--- config.mk ---
export PLATFORM = sky130hd
export DESIGN_NAME = cwl_loader
export DESIGN_NICKNAME = d
export VERILOG_FILES = /design/src/hw/cwl_pkg.sv /design/src/hw/cwl_loader.sv /design/src/hw/cwl_flash_rd.sv /design/src/hw/cwl_seq_pick.sv
export SDC_FILE = /design/constraint.sdc
export NUM_CORES = 1
export LEC_CHECK = 0
export BUFFER_PORTS_ARGS = -buffer_cell sky130_fd_sc_hd__buf_2
export CORE_MARGIN = 3
export CORE_UTILIZATION = 53
export DETAILED_ROUTE_END_ITERATION = 6
export PLACE_DENSITY = 0.79
export SLEW_MARGIN = 25
export SYNTH_ARGS = -nofsm -noshare
export SYNTH_HDL_FRONTEND = slang
export SYNTH_SLANG_ARGS = --single-unit
--- constraint.sdc ---
create_clock -name MCLK -period 3.8 [get_ports MCLK]
set_clock_uncertainty 0.05 [all_clocks]
set_input_delay 0.38 -clock MCLK [delete_from_list [all_inputs] [get_ports MCLK]]
set_output_delay 0.38 -clock MCLK [all_outputs]
set_load 0.02 [all_outputs]
--- src/hw/cwl_pkg.sv ---
// Package: constants for the configuration word shadow loader
`default_nettype none
package cwl_pkg;
  // ***************************************************************
  // Flash word addresses
  // ***************************************************************
  localparam logic [23:0] OPT_ADDR_16K = 24'h002BAC;
  localparam logic [23:0] OPT_ADDR_32K = 24'h0057AC;
  localparam logic [23:0] OPT_ADDR_64K = 24'h00AFAC;
  localparam logic [23:0] CTX_DELTA = 24'h000004;
  localparam logic [23:0] SEQ_DELTA = 24'h000050;
  localparam logic [23:0] BOOT_ADDR = 24'h801000;
  localparam logic [23:0] PANEL_B_BASE = 24'h400000;
  localparam logic [23:0] PAGE_SPAN = 24'h000400;
  // ***************************************************************
  // Register bus map
  // ***************************************************************
  localparam logic [23:0] REG_CTRL = 24'h000000;
  localparam logic [23:0] REG_STAT = 24'h000004;
  localparam logic [23:0] REG_OPT = 24'h00AFAC;
  localparam logic [23:0] REG_CTX = 24'h00AFB0;
  localparam logic [23:0] REG_SEQ = 24'h00AFFC;
  localparam logic [23:0] REG_BOOT = 24'h801000;
  // ***************************************************************
  // Fields and reset values
  // ***************************************************************
  localparam int SEQ_LSB = 0;
  localparam int ISEQ_LSB = 12;
  localparam int SEQ_W = 12;
  localparam int BOOT_MODE_LSB = 0;
  localparam int BOOT_MODE_W = 2;
  localparam int CTRL_DUAL_BIT = 0;
  localparam int CTRL_RELOAD_BIT = 1;
  localparam int STAT_VALID_BIT = 0;
  localparam int STAT_BUSY_BIT = 1;
  localparam int STAT_PANEL_BIT = 2;
  localparam int STAT_EXEC_BIT = 3;
  localparam int STAT_ERASED_BIT = 4;
  localparam logic [23:0] SHADOW_RST = 24'h000000;
  localparam logic CTRL_DUAL_RST = 1'b0;
  localparam logic [1:0] RESP_OKAY = 2'b00;
  localparam logic [1:0] RESP_SLVERR = 2'b10;
  localparam int NUM_WORDS = 4;
  typedef enum {
    CWL_ST_START, CWL_ST_SEQA, CWL_ST_SEQB, CWL_ST_LOAD, CWL_ST_RUN
  } cwl_state_e;
  // Option word address for the given memory size in KB
  function automatic logic [23:0] cwl_opt_addr(input int kb);
    if (kb == 16) begin
      return OPT_ADDR_16K;
    end
    else if (kb == 32) begin
      return OPT_ADDR_32K;
    end
    return OPT_ADDR_64K;
  endfunction
endpackage
`default_nettype wire

--- src/hw/cwl_loader.sv ---
// Configuration word shadow loader with register bus slave
//
// The AXI4-Lite slave port is this design's own decision.
`default_nettype none
module cwl_loader
  import cwl_pkg::*;
#(
  parameter int MEM_KB = 64
) (
  input wire logic MCLK,
  input wire logic RST,
  // AXI4-Lite slave
  input wire logic [23:0] S_AXI_AWADDR,
  input wire logic S_AXI_AWVALID,
  output logic S_AXI_AWREADY,
  input wire logic [31:0] S_AXI_WDATA,
  input wire logic [3:0] S_AXI_WSTRB,
  input wire logic S_AXI_WVALID,
  output logic S_AXI_WREADY,
  output logic [1:0] S_AXI_BRESP,
  output logic S_AXI_BVALID,
  input wire logic S_AXI_BREADY,
  input wire logic [23:0] S_AXI_ARADDR,
  input wire logic S_AXI_ARVALID,
  output logic S_AXI_ARREADY,
  output logic [31:0] S_AXI_RDATA,
  output logic [1:0] S_AXI_RRESP,
  output logic S_AXI_RVALID,
  input wire logic S_AXI_RREADY,
  // Flash array read port
  output logic FL_REQ,
  output logic [23:0] FL_ADDR,
  input wire logic FL_ACK,
  input wire logic [23:0] FL_RDATA,
  // Page erase observation and config word erase
  input wire logic ERASE_STB,
  input wire logic [23:0] ERASE_ADDR,
  output logic CFG_ERASE,
  // Device reset sources, swap and fetch monitor
  input wire logic DEV_RESET,
  input wire logic SOFT_SWAP,
  input wire logic FETCH_VALID,
  input wire logic [23:0] FETCH_ADDR,
  output logic EXEC_RESET,
  output logic CPU_HOLD,
  // Shadow outputs
  output logic SHADOW_VALID,
  output logic ACTIVE_PANEL,
  output logic [23:0] OPTION_CONFIG_WORD,
  output logic [23:0] CONTEXT_CONFIG_WORD,
  output logic [23:0] PARTITION_SEQUENCE_WORD,
  output logic [1:0] BOOT_MODE_FIELD
);
  import cwl_pkg::*;
  // ***************************************************************
  // Declarations
  // ***************************************************************
  localparam logic [23:0] OPT_A = cwl_opt_addr(MEM_KB);
  localparam logic [23:0] LAST_PAGE = OPT_A & ~(PAGE_SPAN - 24'h000001);
  cwl_state_e state_reg, state_next;
  logic [1:0] idx_reg;
  logic [23:0] seq_a_reg;
  logic [23:0] shadow_reg [NUM_WORDS];
  logic valid_reg;
  logic panel_reg;
  logic load_panel_reg;
  logic dual_reg;
  logic exec_flag_reg;
  logic erased_reg;
  logic start_reg;
  logic rd_done;
  logic [23:0] rd_data;
  logic pick_b;
  logic aw_held_reg, w_held_reg;
  logic [23:0] aw_addr_reg;
  logic [31:0] w_data_reg;
  logic [3:0] w_strb_reg;
  // ***************************************************************
  // Address decoding
  // ***************************************************************
  function automatic logic [23:0] panel_base(input logic b);
    return b ? PANEL_B_BASE : 24'h000000;
  endfunction
  // Boot word is common; the others live in each panel's own page
  function automatic logic [23:0] word_addr(input logic b,
                                            input logic [1:0] i);
    logic [23:0] a;
    a = panel_base(b) + OPT_A;
    case (i)
      2'd0: word_addr = a;
      2'd1: word_addr = a + CTX_DELTA;
      2'd2: word_addr = a + SEQ_DELTA;
      default: word_addr = BOOT_ADDR;
    endcase
  endfunction
  wire [23:0] act_opt = word_addr(panel_reg, 2'd0);
  wire [23:0] act_seq = word_addr(panel_reg, 2'd2);
  wire fetch_in_cfg = FETCH_VALID &&
    ((FETCH_ADDR >= act_opt && FETCH_ADDR <= act_seq) ||
     FETCH_ADDR == BOOT_ADDR);
  wire ctrl_reload;
  wire reset_evt = DEV_RESET || fetch_in_cfg || ctrl_reload;
  wire erase_hit = ERASE_STB &&
    ((ERASE_ADDR & ~(PAGE_SPAN - 24'h000001)) ==
     panel_base(panel_reg) + LAST_PAGE);
  wire [23:0] rd_addr =
    (state_reg == CWL_ST_SEQA) ? word_addr(1'b0, 2'd2) :
    (state_reg == CWL_ST_SEQB) ? word_addr(1'b1, 2'd2) :
    word_addr(load_panel_reg, idx_reg);
  // ***************************************************************
  // Flash read engine and panel choice
  // ***************************************************************
  cwl_flash_rd u_rd (
    .clk(MCLK),
    .rst(RST),
    .start(start_reg),
    .addr(rd_addr),
    .fl_req(FL_REQ),
    .fl_addr(FL_ADDR),
    .fl_ack(FL_ACK),
    .fl_rdata(FL_RDATA),
    .done(rd_done),
    .data(rd_data)
  );
  cwl_seq_pick u_pick (
    .dual(dual_reg),
    .seq_a(seq_a_reg),
    .seq_b(rd_data),
    .panel_b(pick_b)
  );
  // ***************************************************************
  // Load sequencer
  // ***************************************************************
  always_comb begin
    state_next = state_reg;
    case (state_reg)
      CWL_ST_START:
        // Cut read finishes first, else its word lands in a wrong slot
        if (!FL_REQ && !rd_done) begin
          state_next = dual_reg ? CWL_ST_SEQA : CWL_ST_LOAD;
        end
      CWL_ST_SEQA: if (rd_done) state_next = CWL_ST_SEQB;
      CWL_ST_SEQB: if (rd_done) state_next = CWL_ST_LOAD;
      CWL_ST_LOAD:
        if (rd_done && idx_reg == 2'(NUM_WORDS - 1)) state_next = CWL_ST_RUN;
      CWL_ST_RUN: state_next = CWL_ST_RUN;
      default: state_next = CWL_ST_START;
    endcase
  end
  wire fetching = state_reg == CWL_ST_SEQA || state_reg == CWL_ST_SEQB ||
                  state_reg == CWL_ST_LOAD;
  always_ff @(posedge MCLK) begin
    if (RST || reset_evt) begin
      state_reg <= CWL_ST_START;
      idx_reg <= 2'd0;
      valid_reg <= 1'b0;
      start_reg <= 1'b0;
    end
    else begin
      state_reg <= state_next;
      start_reg <= fetching && !FL_REQ && !rd_done && !start_reg;
      if (state_reg == CWL_ST_LOAD && rd_done) begin
        idx_reg <= idx_reg + 2'd1;
      end
      if (state_next == CWL_ST_RUN && state_reg == CWL_ST_LOAD) begin
        valid_reg <= 1'b1;
      end
    end
  end
  // Panel choice and shadow capture
  always_ff @(posedge MCLK) begin
    if (RST) begin
      seq_a_reg <= SHADOW_RST;
      load_panel_reg <= 1'b0;
      panel_reg <= 1'b0;
      for (int i = 0; i < NUM_WORDS; i++) begin
        shadow_reg[i] <= SHADOW_RST;
      end
    end
    else begin
      if (state_reg == CWL_ST_START) begin
        load_panel_reg <= 1'b0;
      end
      if (state_reg == CWL_ST_SEQA && rd_done) begin
        seq_a_reg <= rd_data;
      end
      if (state_reg == CWL_ST_SEQB && rd_done) begin
        load_panel_reg <= pick_b;
        panel_reg <= pick_b;
      end
      if (state_reg == CWL_ST_START && !dual_reg) begin
        panel_reg <= 1'b0;
      end
      if (state_reg == CWL_ST_LOAD && rd_done) begin
        shadow_reg[idx_reg] <= rd_data;
      end
      // Swap moves execution only; shadows are left as loaded
      if (SOFT_SWAP && state_reg == CWL_ST_RUN && dual_reg) begin
        panel_reg <= !panel_reg;
      end
    end
  end
  // ***************************************************************
  // Reset, erase and fault outputs
  // ***************************************************************
  always_ff @(posedge MCLK) begin
    if (RST) begin
      EXEC_RESET <= 1'b0;
      CPU_HOLD <= 1'b1;
      CFG_ERASE <= 1'b0;
      exec_flag_reg <= 1'b0;
      erased_reg <= 1'b0;
    end
    else begin
      EXEC_RESET <= fetch_in_cfg;
      CPU_HOLD <= !(valid_reg && !reset_evt);
      CFG_ERASE <= erase_hit;
      if (fetch_in_cfg) begin
        exec_flag_reg <= 1'b1;
      end
      if (erase_hit) begin
        erased_reg <= 1'b1;
      end
      else if (state_reg == CWL_ST_LOAD && rd_done) begin
        erased_reg <= 1'b0;
      end
    end
  end
  always_ff @(posedge MCLK) begin
    if (RST) begin
      SHADOW_VALID <= 1'b0;
      ACTIVE_PANEL <= 1'b0;
      OPTION_CONFIG_WORD <= SHADOW_RST;
      CONTEXT_CONFIG_WORD <= SHADOW_RST;
      PARTITION_SEQUENCE_WORD <= SHADOW_RST;
      BOOT_MODE_FIELD <= 2'b00;
    end
    else begin
      SHADOW_VALID <= valid_reg;
      ACTIVE_PANEL <= panel_reg;
      OPTION_CONFIG_WORD <= shadow_reg[0];
      CONTEXT_CONFIG_WORD <= shadow_reg[1];
      PARTITION_SEQUENCE_WORD <= shadow_reg[2];
      BOOT_MODE_FIELD <= shadow_reg[3][BOOT_MODE_LSB +: BOOT_MODE_W];
    end
  end
  // ***************************************************************
  // Register bus slave
  // ***************************************************************
  wire aw_take = S_AXI_AWVALID && S_AXI_AWREADY;
  wire w_take = S_AXI_WVALID && S_AXI_WREADY;
  wire wr_go = aw_held_reg && w_held_reg && !S_AXI_BVALID;
  wire wr_ctrl = aw_addr_reg == REG_CTRL;
  wire wr_ro = aw_addr_reg == REG_STAT || aw_addr_reg == REG_OPT ||
               aw_addr_reg == REG_CTX || aw_addr_reg == REG_SEQ ||
               aw_addr_reg == REG_BOOT;
  assign ctrl_reload = wr_go && wr_ctrl && w_strb_reg[0] &&
                       w_data_reg[CTRL_RELOAD_BIT];
  wire ar_take = S_AXI_ARVALID && S_AXI_ARREADY;
  wire [31:0] stat_word = {27'h0000000, erased_reg, exec_flag_reg,
                           panel_reg, fetching, valid_reg};
  wire [31:0] rd_word =
    S_AXI_ARADDR == REG_CTRL ? {31'h00000000, dual_reg} :
    S_AXI_ARADDR == REG_STAT ? stat_word :
    S_AXI_ARADDR == REG_OPT ? {8'h00, shadow_reg[0]} :
    S_AXI_ARADDR == REG_CTX ? {8'h00, shadow_reg[1]} :
    S_AXI_ARADDR == REG_SEQ ? {8'h00, shadow_reg[2]} :
    {8'h00, shadow_reg[3]};
  wire rd_hit = S_AXI_ARADDR == REG_CTRL || S_AXI_ARADDR == REG_STAT ||
                S_AXI_ARADDR == REG_OPT || S_AXI_ARADDR == REG_CTX ||
                S_AXI_ARADDR == REG_SEQ || S_AXI_ARADDR == REG_BOOT;
  always_ff @(posedge MCLK) begin
    if (RST) begin
      S_AXI_AWREADY <= 1'b1;
      S_AXI_WREADY <= 1'b1;
      S_AXI_BVALID <= 1'b0;
      S_AXI_BRESP <= RESP_OKAY;
      aw_held_reg <= 1'b0;
      w_held_reg <= 1'b0;
      aw_addr_reg <= 24'h000000;
      w_data_reg <= 32'h00000000;
      w_strb_reg <= 4'h0;
      dual_reg <= CTRL_DUAL_RST;
    end
    else begin
      if (aw_take) begin
        aw_held_reg <= 1'b1;
        aw_addr_reg <= S_AXI_AWADDR;
        S_AXI_AWREADY <= 1'b0;
      end
      if (w_take) begin
        w_held_reg <= 1'b1;
        w_data_reg <= S_AXI_WDATA;
        w_strb_reg <= S_AXI_WSTRB;
        S_AXI_WREADY <= 1'b0;
      end
      if (wr_go) begin
        S_AXI_BVALID <= 1'b1;
        S_AXI_BRESP <= (wr_ctrl || wr_ro) ? RESP_OKAY : RESP_SLVERR;
        aw_held_reg <= 1'b0;
        w_held_reg <= 1'b0;
        // Mode gates soft swap at once; panel choice changes at the next load
        if (wr_ctrl && w_strb_reg[0]) begin
          dual_reg <= w_data_reg[CTRL_DUAL_BIT];
        end
      end
      if (S_AXI_BVALID && S_AXI_BREADY) begin
        S_AXI_BVALID <= 1'b0;
        S_AXI_AWREADY <= 1'b1;
        S_AXI_WREADY <= 1'b1;
      end
    end
  end
  always_ff @(posedge MCLK) begin
    if (RST) begin
      S_AXI_ARREADY <= 1'b1;
      S_AXI_RVALID <= 1'b0;
      S_AXI_RDATA <= 32'h00000000;
      S_AXI_RRESP <= RESP_OKAY;
    end
    else begin
      if (ar_take) begin
        S_AXI_ARREADY <= 1'b0;
        S_AXI_RVALID <= 1'b1;
        S_AXI_RDATA <= rd_hit ? rd_word : 32'h00000000;
        S_AXI_RRESP <= rd_hit ? RESP_OKAY : RESP_SLVERR;
      end
      else if (S_AXI_RVALID && S_AXI_RREADY) begin
        S_AXI_RVALID <= 1'b0;
        S_AXI_ARREADY <= 1'b1;
      end
    end
  end
endmodule
`default_nettype wire

--- src/hw/cwl_flash_rd.sv ---
// Single word read sequencer toward the flash array
`default_nettype none
module cwl_flash_rd (
  input wire logic clk,
  input wire logic rst,
  input wire logic start,
  input wire logic [23:0] addr,
  output logic fl_req,
  output logic [23:0] fl_addr,
  input wire logic fl_ack,
  input wire logic [23:0] fl_rdata,
  output logic done,
  output logic [23:0] data
);
  // ***************************************************************
  // Request held until the array answers
  // ***************************************************************
  wire take = fl_req && fl_ack;
  always_ff @(posedge clk) begin
    if (rst) begin
      fl_req <= 1'b0;
      fl_addr <= 24'h000000;
      done <= 1'b0;
      data <= 24'h000000;
    end
    else begin
      done <= take;
      if (take) begin
        fl_req <= 1'b0;
        data <= fl_rdata;
      end
      else if (start && !fl_req) begin
        fl_req <= 1'b1;
        fl_addr <= addr;
      end
    end
  end
endmodule
`default_nettype wire

--- src/hw/cwl_seq_pick.sv ---
// Active panel choice from two boot sequence words
`default_nettype none
module cwl_seq_pick
  import cwl_pkg::*;
(
  input wire logic dual,
  input wire logic [23:0] seq_a,
  input wire logic [23:0] seq_b,
  output logic panel_b
);
  // ***************************************************************
  // A word counts only when its inverted copy matches
  // ***************************************************************
  function automatic logic seq_ok(input logic [23:0] w);
    return w[ISEQ_LSB +: SEQ_W] == ~w[SEQ_LSB +: SEQ_W];
  endfunction
  wire ok_a = seq_ok(seq_a);
  wire ok_b = seq_ok(seq_b);
  wire b_lower = seq_b[SEQ_LSB +: SEQ_W] < seq_a[SEQ_LSB +: SEQ_W];
  // Ties and double faults fall back to panel A
  assign panel_b = dual && ok_b && (!ok_a || b_lower);
endmodule
`default_nettype wire

==> impl_metrics.py <==
metrics = {
    "sta": {
        "grt_setup_unrepaired": "no",
        "setup_viol": 0,
        "fin_crit_sh": 0.7704,
        "worstMarginPinSlew_ns": 0.9471,
        "fin_setup_tns_ns": 0,
        "slew_headroom": 0.3686,
        "fmax_mhz": 341.6,
        "final-hold-violation-count": 0,
        "drv_slew": 0,
        "fin_crit_ns": 2.927,
    },
    "cts": {
        "holdBufCountCts": 0,
        "clk_latency_ns": 0.52,
        "post_cts_buffers": 0,
        "htreeDepth": 2,
        "numCtsBuffers": 34,
        "clk_path_buf_depth": 3,
        "cts-root-buf": "clkbuf_16",
        "cts.sinks": 332,
        "post_cts_resized": 0,
        "clk_pin_slew_ns": 0.06,
        "cts_tree": "done",
    },
    "grt": {
        "grt_usage": 0.2378,
        "grt_pass1_wl_mm": 50.31,
        "grt-ovfl-total": 0,
        "antenna_found_initial": 1,
        "first_global_vias": 9619,
        "grt_max_degree": 75,
    },
    "setup_path": {
        "ff2ff_setup_slack_ns": 0.87,
        "path_buf_inv": 1,
        "required_ns": 3.87,
        "cp-startpoint": "state_reg[24]",
        "cp_top_family": "simple AND/OR/NAND/NOR gates",
        "slowest_stage": "or2_2",
        "start_kind": "flip-flop",
        "worstPathArrival_ns": 3.00,
        "path_cells": "nor4_1 > nand4_1 > or3_1 > buf_4 > nor3_4 > and3_1 > or2_2",
        "cp.depth": 7,
        "critical_path.endpoint_type": "flip-flop",
        "max_stage_delay_ns": 0.59,
        "path_max_fanout": 24,
        "r2r_start": "state_reg[24]",
        "crit_type": "flip-flop to flip-flop",
        "r2r_cells": 7,
    },
    "cells_and_area": {
        "fin_util": 0.6591,
        "nets": 1658,
        "final_area_um2": 15700,
        "syn2layout_area_growth_pct": 20.61,
        "drive_above_1_share": 0.2368,
        "fin_cells": 1818,
        "fill_cells": 1903,
        "largest_reg_flops": 96,
        "antenna_cells": 0,
    },
    "placed_design": {
        "port_buffers": 250,
        "placedCellCount": 1756,
        "dp_hpwl_mm": 21.94,
        "place_area_um2": 14500,
        "gp_congestion": 0.8694,
    },
    "synth": {
        "async_flop_share": 0,
        "ys.flop_type": "dfxtp_1",
        "avgSynthCellArea_um2": 10.72,
        "synthCells": 1214,
        "synth_cell_types": 71,
        "ys_warn_count": 0,
        "synthTopCellsByArea": "dfxtp_1, edfxtp_1, and2_1",
        "yosysSeqAreaShare": 0.5843,
        "syn_area_um2": 13020,
        "synth-edff-count": 96,
        "post-synth-top-area-cell": "dfxtp_1",
        "netlist.area_leader.share": 0.3629,
        "synth_seq_cells": 332,
    },
    "pwr": {
        "cellPowerDensity_nw_per_um2": 490.4,
        "total_leakage_power_nw": 6.332,
        "peakVddDrop_v": 0.0003247,
    },
    "floorplan": {
        "start_util": 0.5465,
        "core_area_um2": 23820,
        "row_count": 56,
        "die_h_um": 162.7,
        "die_area_um2": 26480,
        "fp.dieW_um": 162.7,
        "io_pins": 313,
    },
    "routing": {
        "vias": 9860,
        "drt-wirelength-per-cell_um": 17.73,
        "drt_iter0_markers": 737,
        "ant_nets": 0,
        "firstDrtPassIters": 5,
        "via_per_inst": 5.424,
        "drt_wl_total_mm": 32.24,
        "drc": 0,
    },
    "hold_path": {
        "hold_depth": 2,
        "hp-class": "input port to flip-flop",
        "hp-start": "ERASE_ADDR[20]",
    },
    "flow_run": {
        "maxCapViolations": 0,
    },
    "outcome": {
        "status": "completed",
    },
}
==> logic make-up after synthesis <==
family,share of synthesized area
other cells,0.0002880
xor+xnor,0.01884
flops,0.5843
mux,0.02172
compound gates,0.1090
fa+ha+maj,0.01634
buf+inv,0.04325
simple gates,0.2062
==> path summary, 6_finish.rpt <==
| check | to |
|---|---|
| hold reg to reg | CPU_HOLD |
| hold / removal | CFG_ERASE |
| setup reg to reg | shadow_reg[0][7] |
| setup / recovery | shadow_reg[0][7] |
==> report_power, final <==
group | internal, W | total [W] | switching [W]
logic | 0.000151 | 0.000419 | 0.000268
clock network | 0.00208 | 0.00345 | 0.00136
registers | 0.00377 | 0.00383 | 0.0000617
total | 0.00601 | 0.00770 | 0.00169
==> layout make-up <==
class / count / area, um2 / area share
Clock inverter: 13 / 145.1 / 0.009244
Inverter: 22 / 82.58 / 0.005259
Sequential cell: 332 / 7607 / 0.4845
Timing Repair Buffer: 265 / 1366 / 0.08702
Clock buffer: 49 / 1052 / 0.06702
Tap cell: 319 / 399.1 / 0.02542
Multi-Input combinational cell: 818 / 5049 / 0.3215
==> cell usage after synthesis, types with 5 or more instances <==
master and count:
a21oi_1 65, a221oi_1 9, a221oi_2 9, a22o_1 24
a31oi_1 6, and2_1 97, and3_1 6, and4_1 5
buf_4 33, clkbuf_1 40, clkbuf_2 8, dfxtp_1 236
edfxtp_1 96, ha_1 17, inv_1 22, mux2i_1 26
nand2_1 98, nand2b_1 6, nand3_1 42, nand4_1 15
nand4b_1 5, nor2_1 58, nor2b_1 76, nor3_1 17
nor4_1 25, o21ai_0 36, o21ai_1 23, or2_2 7
xnor2_1 22, xor2_1 6
==> per-stage QoR <==
step                setup slack [ns]  hold slack, ns  total power [W]
global route                  0.7555         0.02131         0.007957
floorplan                      1.097          0.3306         0.004151
global placement              0.9407          0.3623         0.004313
finish                        0.8726         0.02436         0.007699
CTS                           0.8927        0.008275         0.007751
detailed placement            0.9151          0.3582         0.004326
==> layer usage <==
metal | track usage | share of wire
met1 | 0.3089 | 0.40
met2 | 0.4055 | 0.50
met3 | 0.04349 | 0.074
met4 | 0.07536 | 0.025
met5 | 0 | 0
==> placed cells by master, fill, tap and decap left out, drive strengths merged, types with 6 or more instances in the layout <==
cell type  instances
a21oi             65
a221oi            18
a22o              24
a31oi              6
and2              97
and3               6
buf              265
clkbuf            49
clkinv             9
conb              48
dfxtp            236
edfxtp            96
ha                17
inv               23
mux2i             26
nand2             98
nand2b             6
nand3             42
nand4             15
nor2              60
nor2b             76
nor3              19
nor4              26
o21ai             59
or2                7
xnor2             22
xor2               6
No activity file was read; power rests on OpenSTA's default activity.
